`config.mk`:
```
export PLATFORM = sky130hd
export DESIGN_NAME = video_port_cfg
export DESIGN_NICKNAME = d
export VERILOG_FILES = /design/src/video_port_pkg.sv /design/src/video_port_cfg.sv
export VERILOG_INCLUDE_DIRS = /design/src
export SDC_FILE = /design/constraint.sdc
export NUM_CORES = 2
export LEC_CHECK = 0
export BUFFER_PORTS_ARGS = -buffer_cell sky130_fd_sc_hd__buf_2
export CORE_ASPECT_RATIO = 0.75
export CORE_MARGIN = 2
export CORE_UTILIZATION = 55
export CTS_CLUSTER_SIZE = 25
export DETAILED_ROUTE_END_ITERATION = 10
export GPL_ROUTABILITY_DRIVEN = 0
export PLACE_DENSITY = 0.77
export SYNTH_ARGS = -nofsm -noshare
export SYNTH_HDL_FRONTEND = slang
export SYNTH_SLANG_ARGS = --single-unit
```
`constraint.sdc`:
```
create_clock -name i_clk -period 32.9 [get_ports i_clk]
set_clock_uncertainty 0.1 [all_clocks]
set_input_delay 3.29 -clock i_clk [delete_from_list [all_inputs] [get_ports i_clk]]
set_output_delay 3.29 -clock i_clk [all_outputs]
set_load 0.02 [all_outputs]
```
`src/video_port_defs.svh`:
```
// Register offsets, field positions and reset values of the video port configuration block.
// Assumes a 32-bit plain register port with byte addresses in words of four.
`ifndef VIDEO_PORT_DEFS_SVH
`define VIDEO_PORT_DEFS_SVH
`define VP_ADDR_W          8
`define VP_OFS_CH0_CTRL    8'h04
`define VP_OFS_CH1_CTRL    8'h08
`define VP_OFS_CH2_CTRL    8'h0C
`define VP_OFS_CH3_CTRL    8'h10
`define VP_OFS_DMA_SIZE    8'h38
`define VP_OFS_CLK_SEL     8'hF0
`define VP_OFS_CH_STATUS   8'hF4
`define VP_OFS_CH_BASE     8'h40
`define VP_CH_STRIDE_SH    6
`define VP_OFS_BUF_ADDR    6'h00
`define VP_OFS_ADDR_OFST   6'h24
`define VP_OFS_HSIZE       6'h2C
`define VP_OFS_VCFG_A      6'h30
`define VP_OFS_VCFG_B      6'h34
`define VP_OFS_VSIZE       6'h3C
`define VP_BIT_EN          0
`define VP_BIT_RAW         1
`define VP_BIT_CH1_CLK     4
`define VP_DMA_W           3
`define VP_DMA_RST         3'h0
`define VP_BEAT_BYTES      16'h0008
`define VP_LINE_W          12
`define VP_BYTE_W          13
`endif

```
`src/video_port_pkg.sv`:
```
// Types shared by the video port configuration block.
// Assumes the constants of video_port_defs.svh.
package video_port_pkg;
  typedef struct packed {
    logic [12:0] blank_bytes;
    logic [12:0] active_bytes;
    logic [11:0] frame_lines;
    logic [11:0] mark_one;
    logic [11:0] mark_three;
    logic [11:0] mark_five;
    logic [31:0] buf_addr;
    logic [31:0] addr_ofst;
    logic        raw_mode;
    logic [2:0]  dma_size;
  } chan_cfg_t;
  typedef struct packed {
    logic [31:0] addr;
    logic [7:0]  beats;
  } burst_t;
  typedef enum logic [1:0] {ST_IDLE, ST_WAIT_VS, ST_RUN} chan_state_t;
endpackage

```
`src/video_port_cfg.sv`:
```
// Configuration, frame timing and capture sizing for two video capture channels.
// Assumes sync and clock pins arrive asynchronously; a 10 MHz system clock samples them.
`timescale 1ns/10ps
`include "video_port_defs.svh"
module video_port_cfg #(
  parameter int NCH = 2
) (
  // Clock and reset
  input  wire logic                    i_clk,
  input  wire logic                    i_arst_n,
  // Register port
  input  wire logic [`VP_ADDR_W-1:0]   i_addr,
  input  wire logic [31:0]             i_wdata,
  input  wire logic                    i_wr,
  input  wire logic                    i_rd,
  output logic      [31:0]             o_rdata,
  // Capture pins
  input  wire logic                    i_video_clock_pin_a,
  input  wire logic                    i_video_clock_pin_b,
  input  wire logic [NCH-1:0]          i_vsync,
  input  wire logic [NCH-1:0]          i_hvalid,
  input  wire logic [NCH-1:0]          i_vvalid,
  // Channel status and DMA requests
  output logic      [NCH-1:0]          o_active,
  output logic      [NCH-1:0]          o_line_end,
  output video_port_pkg::burst_t [NCH-1:0] o_burst,
  output logic      [NCH-1:0]          o_burst_req
);
  // Reset is taken at once but left through two flops, so no flop sees the release close to its edge.
  logic [1:0]     rst_sync_r;
  wire            rst_n = rst_sync_r[1];
  always_ff @(posedge i_clk or negedge i_arst_n) begin
    if (!i_arst_n) begin
      rst_sync_r <= 2'h0;
    end else begin
      rst_sync_r <= {rst_sync_r[0], 1'b1};
    end
  end

  // Clock pins and per-channel strobes pass two flops before use.
  logic [1:0]     clka_s_r;
  logic [1:0]     clkb_s_r;
  logic [NCH-1:0] vs_s1_r;
  logic [NCH-1:0] vs_s2_r;
  logic [NCH-1:0] hv_s1_r;
  logic [NCH-1:0] hv_s2_r;
  logic [NCH-1:0] vv_s1_r;
  logic [NCH-1:0] vv_s2_r;
  logic           clk0_prev_r;
  logic           clk1_prev_r;
  always_ff @(posedge i_clk or negedge rst_n) begin
    if (!rst_n) begin
      clka_s_r <= 2'h0;
      clkb_s_r <= 2'h0;
      vs_s1_r <= '0;
      vs_s2_r <= '0;
      hv_s1_r <= '0;
      hv_s2_r <= '0;
      vv_s1_r <= '0;
      vv_s2_r <= '0;
    end else begin
      clka_s_r <= {clka_s_r[0], i_video_clock_pin_a};
      clkb_s_r <= {clkb_s_r[0], i_video_clock_pin_b};
      vs_s1_r <= i_vsync;
      vs_s2_r <= vs_s1_r;
      hv_s1_r <= i_hvalid;
      hv_s2_r <= hv_s1_r;
      vv_s1_r <= i_vvalid;
      vv_s2_r <= vv_s1_r;
    end
  end

  // Global registers.
  logic [NCH-1:0] en_r;
  logic [NCH-1:0] raw_r;
  logic           chan1_clock_select_r;
  logic [`VP_DMA_W-1:0] dma_size_r;
  wire  dma_hit = (i_addr == `VP_OFS_DMA_SIZE);
  wire  clk_hit = (i_addr == `VP_OFS_CLK_SEL);
  wire  sts_hit = (i_addr == `VP_OFS_CH_STATUS);
  always_ff @(posedge i_clk or negedge rst_n) begin
    if (!rst_n) begin
      dma_size_r <= `VP_DMA_RST;
    end else if (i_wr && dma_hit) begin
      dma_size_r <= i_wdata[`VP_DMA_W-1:0];
    end
  end
  always_ff @(posedge i_clk or negedge rst_n) begin
    if (!rst_n) begin
      chan1_clock_select_r <= 1'b0;
    end else if (i_wr && clk_hit) begin
      chan1_clock_select_r <= i_wdata[`VP_BIT_CH1_CLK];
    end
  end

  // Channel one pixel clock follows the select bit; both channels share pin a when it is zero.
  wire clk1_now = chan1_clock_select_r ? clkb_s_r[1] : clka_s_r[1];
  always_ff @(posedge i_clk or negedge rst_n) begin
    if (!rst_n) begin
      clk0_prev_r <= 1'b0;
      clk1_prev_r <= 1'b0;
    end else begin
      clk0_prev_r <= clka_s_r[1];
      clk1_prev_r <= clk1_now;
    end
  end
  // One pixel is taken per rising pixel clock edge; the pixel clock must stay below half the system clock.
  // Switching the select bit may add one stray pixel, so change it only while channel one is stopped.
  wire [NCH-1:0] pix_tick;
  assign pix_tick[0] = clka_s_r[1] & ~clk0_prev_r;
  assign pix_tick[1] = clk1_now & ~clk1_prev_r;

  logic [NCH-1:0][31:0] ch_rdata;
  logic [NCH-1:0][31:0] cfg_rdata;
  genvar g;
  generate
    for (g = 0; g < NCH; g++) begin : g_ch
      video_port_pkg::chan_cfg_t   shadow_r;
      video_port_pkg::chan_cfg_t   live_r;
      video_port_pkg::chan_state_t st_r;
      logic [`VP_BYTE_W-1:0]       byte_cnt_r;
      logic [`VP_BYTE_W-1:0]       width_r;
      logic [`VP_LINE_W-1:0]       line_cnt_r;
      logic [`VP_LINE_W-1:0]       height_r;
      logic [31:0]                 wr_addr_r;
      logic [31:0]                 burst_addr_r;
      logic [15:0]                 beat_acc_r;
      logic                        hv_prev_r;
      logic                        vs_prev_r;
      logic                        pend_r;

      wire  [7:0] ch_base = `VP_OFS_CH_BASE + 8'(g << `VP_CH_STRIDE_SH);
      wire  [7:0] ctl_ofs = `VP_OFS_CH0_CTRL + 8'(g << 2);
      wire  in_ch   = i_addr[7:6] == ch_base[7:6];
      wire  [5:0] lo = i_addr[5:0];
      wire  ctl_wr  = i_wr && (i_addr == ctl_ofs);
      wire  cfg_wr  = i_wr && in_ch;
      wire  vs_fall = vs_prev_r & ~vs_s2_r[g];
      wire  hv_rise = hv_s2_r[g] & ~hv_prev_r;
      wire  hv_fall = hv_prev_r & ~hv_s2_r[g];
      wire  beat    = pix_tick[g] & hv_s2_r[g] & vv_s2_r[g] & st_r == video_port_pkg::ST_RUN;
      wire  [7:0] beats = 8'(1 << live_r.dma_size);
      wire  [15:0] burst_bytes = 16'(beats) * `VP_BEAT_BYTES;
      // Active size is the unsigned active byte count alone; raw mode measures instead.
      wire  [`VP_BYTE_W-1:0] line_len = live_r.raw_mode ? width_r : live_r.active_bytes;
      wire  line_done = live_r.raw_mode ? hv_fall : (byte_cnt_r == line_len - 1'b1) && beat;
      // Programmed frames stop counting at the frame height; raw frames are bounded only by sync.
      wire  frame_full = !live_r.raw_mode && line_cnt_r == live_r.frame_lines;
      // Settings read back from the shadow copy, so software sees its writes before the next sync.
      wire  [31:0] cfg_rd =
        (lo == `VP_OFS_BUF_ADDR)  ? shadow_r.buf_addr :
        (lo == `VP_OFS_ADDR_OFST) ? shadow_r.addr_ofst :
        (lo == `VP_OFS_HSIZE)     ? {3'h0, shadow_r.blank_bytes, 3'h0, shadow_r.active_bytes} :
        (lo == `VP_OFS_VCFG_A)    ? {4'h0, shadow_r.mark_one, 4'h0, shadow_r.mark_three} :
        (lo == `VP_OFS_VCFG_B)    ? {4'h0, shadow_r.mark_five, 16'h0000} :
        (lo == `VP_OFS_VSIZE)     ? {20'h0_0000, shadow_r.frame_lines} : 32'h0000_0000;
      assign cfg_rdata[g] = in_ch ? cfg_rd : 32'h0000_0000;

      always_ff @(posedge i_clk or negedge rst_n) begin
        if (!rst_n) begin
          shadow_r <= '0;
          en_r[g] <= 1'b0;
          raw_r[g] <= 1'b0;
        end else begin
          if (ctl_wr) begin
            en_r[g] <= i_wdata[`VP_BIT_EN];
            raw_r[g] <= i_wdata[`VP_BIT_RAW];
          end
          shadow_r.raw_mode <= raw_r[g];
          shadow_r.dma_size <= dma_size_r;
          if (cfg_wr && lo == `VP_OFS_HSIZE) begin
            shadow_r.blank_bytes  <= i_wdata[28:16];
            shadow_r.active_bytes <= i_wdata[12:0];
          end
          if (cfg_wr && lo == `VP_OFS_VCFG_A) begin
            shadow_r.mark_one   <= i_wdata[27:16];
            shadow_r.mark_three <= i_wdata[11:0];
          end
          if (cfg_wr && lo == `VP_OFS_VCFG_B) shadow_r.mark_five <= i_wdata[27:16];
          if (cfg_wr && lo == `VP_OFS_VSIZE) shadow_r.frame_lines <= i_wdata[11:0];
          if (cfg_wr && lo == `VP_OFS_BUF_ADDR) shadow_r.buf_addr <= i_wdata;
          if (cfg_wr && lo == `VP_OFS_ADDR_OFST) shadow_r.addr_ofst <= i_wdata;
        end
      end

      // Settings land only on a vsync falling edge, so a frame never sees a half-written set.
      always_ff @(posedge i_clk or negedge rst_n) begin
        if (!rst_n) begin
          live_r <= '0;
          st_r <= video_port_pkg::ST_IDLE;
          vs_prev_r <= 1'b0;
          hv_prev_r <= 1'b0;
        end else begin
          vs_prev_r <= vs_s2_r[g];
          hv_prev_r <= hv_s2_r[g];
          if (!en_r[g]) begin
            st_r <= video_port_pkg::ST_IDLE;
          end else begin
            case (st_r)
              video_port_pkg::ST_IDLE: begin
                st_r <= video_port_pkg::ST_WAIT_VS;
              end
              video_port_pkg::ST_WAIT_VS: begin
                if (vs_fall) st_r <= video_port_pkg::ST_RUN;
              end
              default: begin
                st_r <= video_port_pkg::ST_RUN;
              end
            endcase
          end
          if (vs_fall) live_r <= shadow_r;
        end
      end

      // Counters measure width and height; raw frames keep the measured size.
      always_ff @(posedge i_clk or negedge rst_n) begin
        if (!rst_n) begin
          byte_cnt_r <= '0;
          line_cnt_r <= '0;
          width_r <= '0;
          height_r <= '0;
          wr_addr_r <= '0;
          burst_addr_r <= '0;
          beat_acc_r <= '0;
          pend_r <= 1'b0;
        end else if (st_r != video_port_pkg::ST_RUN || vs_fall) begin
          byte_cnt_r <= '0;
          line_cnt_r <= '0;
          beat_acc_r <= '0;
          pend_r <= 1'b0;
          // The new frame starts from the settings that this same sync edge loads.
          wr_addr_r <= vs_fall ? shadow_r.buf_addr : live_r.buf_addr;
          if (vs_fall && line_cnt_r != '0) height_r <= line_cnt_r;
        end else begin
          pend_r <= 1'b0;
          if (beat) begin
            byte_cnt_r <= byte_cnt_r + 1'b1;
            beat_acc_r <= beat_acc_r + 1'b1;
            if (beat_acc_r + 1'b1 == burst_bytes) begin
              beat_acc_r <= '0;
              pend_r <= 1'b1;
              burst_addr_r <= wr_addr_r;
              wr_addr_r <= wr_addr_r + 32'(burst_bytes);
            end
          end
          if (hv_rise) byte_cnt_r <= '0;
          if (hv_fall && live_r.raw_mode) width_r <= byte_cnt_r;
          if (line_done && !frame_full) begin
            line_cnt_r <= line_cnt_r + 1'b1;
            wr_addr_r <= live_r.buf_addr + live_r.addr_ofst * 32'(line_cnt_r + 1'b1);
            beat_acc_r <= '0;
          end
        end
      end

      // Outputs come from flops so the far side never sees decode glitches.
      always_ff @(posedge i_clk or negedge rst_n) begin
        if (!rst_n) begin
          o_active[g] <= 1'b0;
          o_line_end[g] <= 1'b0;
          o_burst[g] <= '0;
          o_burst_req[g] <= 1'b0;
        end else begin
          o_active[g] <= st_r == video_port_pkg::ST_RUN;
          o_line_end[g] <= line_done && st_r == video_port_pkg::ST_RUN;
          o_burst_req[g] <= pend_r;
          o_burst[g] <= '{addr: burst_addr_r, beats: beats};
        end
      end
      assign ch_rdata[g] = {4'h0, height_r, 3'h0, width_r};
    end
  endgenerate

  // Status shows each channel's running state; measured sizes read at the third and fourth control slots.
  wire ctl0_hit = (i_addr == `VP_OFS_CH0_CTRL);
  wire ctl1_hit = (i_addr == `VP_OFS_CH1_CTRL);
  wire siz0_hit = (i_addr == `VP_OFS_CH2_CTRL);
  wire siz1_hit = (i_addr == `VP_OFS_CH3_CTRL);
  wire [31:0] rd_mux = dma_hit  ? 32'({dma_size_r}) :
                       clk_hit  ? 32'({chan1_clock_select_r, 4'h0}) :
                       sts_hit  ? 32'({o_active, en_r}) :
                       ctl0_hit ? 32'({raw_r[0], en_r[0]}) :
                       ctl1_hit ? 32'({raw_r[1], en_r[1]}) :
                       siz0_hit ? ch_rdata[0] :
                       siz1_hit ? ch_rdata[1] : (cfg_rdata[0] | cfg_rdata[1]);
  // Read data stands for one cycle only and is zero otherwise, so stale data never looks fresh.
  always_ff @(posedge i_clk or negedge rst_n) begin
    if (!rst_n) begin
      o_rdata <= 32'h0000_0000;
    end else if (i_rd) begin
      o_rdata <= rd_mux;
    end else begin
      o_rdata <= 32'h0000_0000;
    end
  end
endmodule

```
# After elaboration in Yosys (flattened, before gate mapping)
# Cells that the tools add are included.
# totals
out_inout_bits	118
reg_bits	883
# op_classes
n_mux	67
bitwise_logic	25
eq_ne	28
reduce_logical	57
shift	2
addsub	14
mul	2
# op_table
op	n
$mux W32	24
$mux W16	8
$mux W28	4
$mux W13	8
$mux W12	6
$add A32 B11 Y32	2
$add A32 B32 Y32	2
$mul A32 B13 Y32	2
$mux W29	2
$add A16 B1 Y16 const B	2
$eq A16 B11 Y1	2
$or A32 B32 Y32	1
$eq A6 B6 Y1 const B	5
$logic_and A1 B1 Y1	30
$add A12 B1 Y13 const B	2
$add A13 B1 Y13 const B	2
$eq A13 B13 Y1	2
$sub A13 B1 Y13 const B	2
$add A12 B1 Y12 const B	2
$eq A12 B12 Y1	2
$reduce_bool A12 Y1	2
$reduce_bool A3 Y1	6
$eq A8 B4 Y1 const B	2
$eq A8 B8 Y1 const B	2
20 further kinds	73

# Longest topological paths before layout
# logic_depth
ltp_word	17
depth_mapped	29

# Worst setup path before layout
# OpenSTA, ideal clock, no wires.
# synth_path
kind	reg-to-reg
start	reg g_ch[0].line_cnt_r[3]
end	reg g_ch[0].wr_addr_r[30]
arrival_time_ns	7.265
synth_period_minus_slack_ns	7.430
slack_ns	25.470
path_buffers	2
setup_time_ns	0.065
stages_incl_launch_ff	27
path_cell_list	dfrtp_1 > clkbuf_1 > nand3_1 > nor3_1 > xor2_1 > clkbuf_1 > nand2_1 > fa_1 > inv_1 > fa_1 > fa_1 > fa_1 > fa_1 > inv_1 > fa_1 > inv_1 > ha_1 > a21oi_1 > o21ai_0 > a221o_1 > a21oi_1 > o31ai_1 > a221o_1 > and3_1 > or4_1 > nand3_1 > o221a_2
# synth_between
elab_chain_cells	6
# synth_lines
item	line	text
from (decl)	video_port_cfg.sv:123	logic [`VP_LINE_W-1:0] line_cnt_r;
from (signal assigned)	video_port_cfg.sv:249	line_cnt_r <= line_cnt_r + 1'b1;
parallel branches: the longest is 6 deep, another holds $mul A32 B13 Y32	--	
to (signal assigned)	video_port_cfg.sv:232	wr_addr_r <= vs_fall ? shadow_r.buf_addr : live_r.buf_addr;
to (signal assigned)	video_port_cfg.sv:243	wr_addr_r <= wr_addr_r + 32'(burst_bytes);
to (signal assigned)	video_port_cfg.sv:250	wr_addr_r <= live_r.buf_addr + live_r.addr_ofst * 32'(line_cnt_r + 1'b1);
to (decl)	video_port_cfg.sv:125	logic [31:0] wr_addr_r;
# Several ways; the timed one is not identified.
# A chain may end at the register's enable or synchronous reset.

# Worst setup path after layout
# layout_path
start	reg g_ch[0].line_cnt_r[0]
end	reg g_ch[0].wr_addr_r[30]
# The elaborated chain is that of the path after synthesis.

==> flow_summary_export.csv <==
group,metric,value,unit
outcome,status,"finished clean",
clock_network,cts_tree,"done",
die,placementRows,105,
clock_network,post_cts_resized,0,
timing,setup_tns,0,ns
synth,synth-async-reset-ratio,1.00,
power,cellPowerDensity,36.2,nW/um^2
die,initial_core_util,0.554,
layout,nets,6868,
clock_network,ctsHoldBuffers,0,
synth,synth-compound-area-share,0.0802,
global_route,grt_pass1_wl,275000,um
clock_network,post_cts_buffers,0,
routing,wirelength,175000,um
placed_design,dp_hpwl,129000,um
synth,synthSimpleGateAreaFrac,0.156,
routing,dr_total_vias,46381,
timing,setup_violations,0,
worst_setup_path,crit_arrival,9.64,ns
timing,finalCritPeriodShare,0.277,
timing,fmax,0.110,GHz
global_route,grt_pass1_vias,47012,
worst_setup_path,critPathRequiredTime,33.43,ns
flow_run,cap_viol_max_count,0,
clock_network,cts.sinks,883,
timing,period_minus_slack,9.10,ns
synth,synth.ff_latch_count,883,
global_route,grt_start_max_net_pins,181,
layout,layout_commonest_cell,"nand2_1",
clock_network,cts_max_path_buffers,3,
global_route,grt_usage,0.313,
timing,slew_violations,0,
die,ios,170,
worst_setup_path,endpoint_kind,"register",
die,die_h,291,um
synth,ys_warn_count,0,
routing,routed_via_density,6.09,
clock_network,cts-root-buf,"clkbuf_16",
synth,syn-mean-instance-area,9.89,um^2
placed_design,dp_cells,7454,
worst_setup_path,cp-start-kind,"register",
routing,dr.pass1.iters,9,
clock_network,clk_latency,0.72,ns
power,power,0.00237,W
die,core_area,109000,um^2
power,ir_drop,0.0000427,V
die,die_w,387,um
layout,instances_no_fill,7619,
routing,antenna_left,0,
layout,finish.utilization,0.601,
clock_network,cts_buffers,88,
global_route,antenna_found_initial,16,
routing,wl_per_cell,22.9,um
synth,synth.yosys.seq_area_share,0.365,
timing,worst_pin_slew,1.34,ns
layout,drive_above_1_share,0.132,
synth,synthAdderAreaFrac,0.218,
synth,synthMuxAreaShare,0.0754,
layout,final_cell_mix,"nand2_1, dfrtp_1, inv_1, fa_1, mux2_2",
synth,yosysUniqueCellTypes,89,
synth,synth_area,60600,um^2
synth,synth_xor_area_frac,0.0411,
global_route,overflow,0,
synth,synth-main-ff-cell,"dfrtp_1",
power,p_leak,32.6,nW
timing,slew_headroom,0.0994,
timing,rsz0062_at_grt,"false",
synth,syn_inst,6130,
synth,synth_edf_count,0,
clock_network,cts.clk_slew.worst_paths,0.07,ns
routing,drt_iter0_drc,5558,
min_path,min_path_type,"reg2reg",
worst_setup_path,path_class,"reg2reg",
timing,final_hold_viol_count,0,
synth,synth_top_family_by_area,"adder cells",
placed_design,portBuffers,169,
timing,hold_slack,0.247,ns
worst_setup_path,critPathMaxFanout,37,
layout,area.growth.synth_to_final,8.33,%
routing,drc,0,
clock_network,h-tree-depth,3,
die,die_area,113000,um^2
synth,syn-num-nets,6898,
==> logic make-up (layout without fill, tap and decap cells) <==
family | after synthesis | count (layout)
and+or+nand+nor | 2080 | 2080
buffers and inverters | 1017 | 1054
DFF | 883 | 883
AOI/OAI and AO/OA | 745 | 745
adders and majority gates | 716 | 716
muxes | 410 | 410
xor gates and xnor gates | 278 | 278
other | 1 | 9
==> final timing paths <==
kind                                        from                     to  slack [ns]  depth (start not counted)
hold / removal                        vs_s1_r[1]             vs_s2_r[1]        0.25                          0
min in group asynchronous          rst_sync_r[1]          o_line_end[1]        0.37                          0
setup / recovery           g_ch[0].line_cnt_r[0]  g_ch[0].wr_addr_r[30]       23.80                         26
max in group asynchronous          rst_sync_r[1]            o_burst[13]       28.20                          4
setup reg to reg           g_ch[0].line_cnt_r[0]  g_ch[0].wr_addr_r[30]       23.80                         26
hold reg to reg                       vs_s1_r[1]             vs_s2_r[1]        0.25                          0
==> critical path, cell delays in order, from the launching register on <==
cell	delay [ns]
dfrtp_1	0.32
buf_4	0.44
ha_1	0.38
nand3_1	0.23
nor3_1	0.47
and3_1	0.30
xor2_2	0.86
and2_1	0.27
fa_1	0.41
fa_1	0.46
fa_1	0.53
fa_1	0.43
fa_1	0.50
inv_1	0.05
fa_1	0.48
inv_1	0.05
ha_1	0.36
a21oi_1	0.16
o21ai_0	0.18
a221o_1	0.37
a21oi_1	0.14
o31ai_1	0.14
a221o_1	0.41
and3_1	0.19
or4_1	0.50
nand3_1	0.10
o221a_2	0.17
==> power by group <==
part           internal (W)  leakage, nW  switching (W)  total [W]
Clock              0.000605         1.45       0.000462    0.00107
Sequential          0.00111         12.2      0.0000379    0.00115
Combinational     0.0000540         18.9       0.000100   0.000154
==> area by class of cell <==
type | instances | area [um^2]
inverters | 657 | 2470
diodes | 8 | 20.0
well taps | 1444 | 1810
flip-flops and latches | 883 | 22100
clock buffers | 123 | 2540
fillers | 8871 | 43700
multi-input cells | 4230 | 34900
clock inverters | 34 | 450
repair buffers | 240 | 1390
==> metrics by stage <==
step | area [um^2] | setup WS, ns
after global placement | 62600 | 24.21
after CTS | 65600 | 23.92
after detailed placement | 62600 | 23.98
after global routing | 65600 | 23.42
final | 65600 | 23.80
after floorplan | 60600 | 6.36
==> state kept, by name, indices dropped and copies added, names as in the netlist, 4 cells and up <==
name and flops:
g_ch.line_cnt_r 24, o_rdata 32, g_ch.burst_addr_r 64, o_burst 80, g_ch.height_r 24, g_ch.byte_cnt_r 26
g_ch.width_r 26, g_ch.st_r 4, g_ch.wr_addr_r 64, g_ch.shadow_r 281, g_ch.live_r 186, g_ch.beat_acc_r 32
==> synthesized netlist by cell type, types with 11 or more instances <==
cell type,n,share of area
a211oi_1,27,0.0033
a21o_1,39,0.0048
a21oi_1,180,0.015
a222oi_1,49,0.0081
a22oi_1,68,0.0084
a31oi_1,32,0.0033
and2_1,173,0.018
and3_1,49,0.0051
buf_1,47,0.0029
buf_2,24,0.0020
clkbuf_1,282,0.017
dfrtp_1,883,0.36
fa_1,570,0.19
ha_1,146,0.030
inv_1,656,0.041
mux2_2,370,0.069
mux2i_1,40,0.0066
nand2_1,1176,0.073
nand2b_1,26,0.0027
nand3_1,66,0.0055
nand3b_1,14,0.0017
nand4_1,40,0.0041
nor2_1,217,0.013
nor2b_1,86,0.0089
nor3_1,108,0.0089
nor4_1,28,0.0029
o211ai_1,15,0.0019
o21a_1,14,0.0017
o21ai_0,179,0.015
o21bai_1,11,0.0014
o22ai_1,37,0.0038
o31ai_1,17,0.0021
or3_1,27,0.0028
xnor2_1,159,0.023
xor2_1,115,0.017
==> per-layer routing <==
metal | part of all wire | track usage | vias to the layer above
li1 | - | - | 19843
met2 | 0.41 | 0.432 | 2777
met1 | 0.42 | 0.463 | 23429
met3 | 0.14 | 0.112 | 316
met5 | 0.00057 | 0.00423 | -
met4 | 0.026 | 0.0856 | 16
Note: power is estimated with default switching activity, not from simulation.
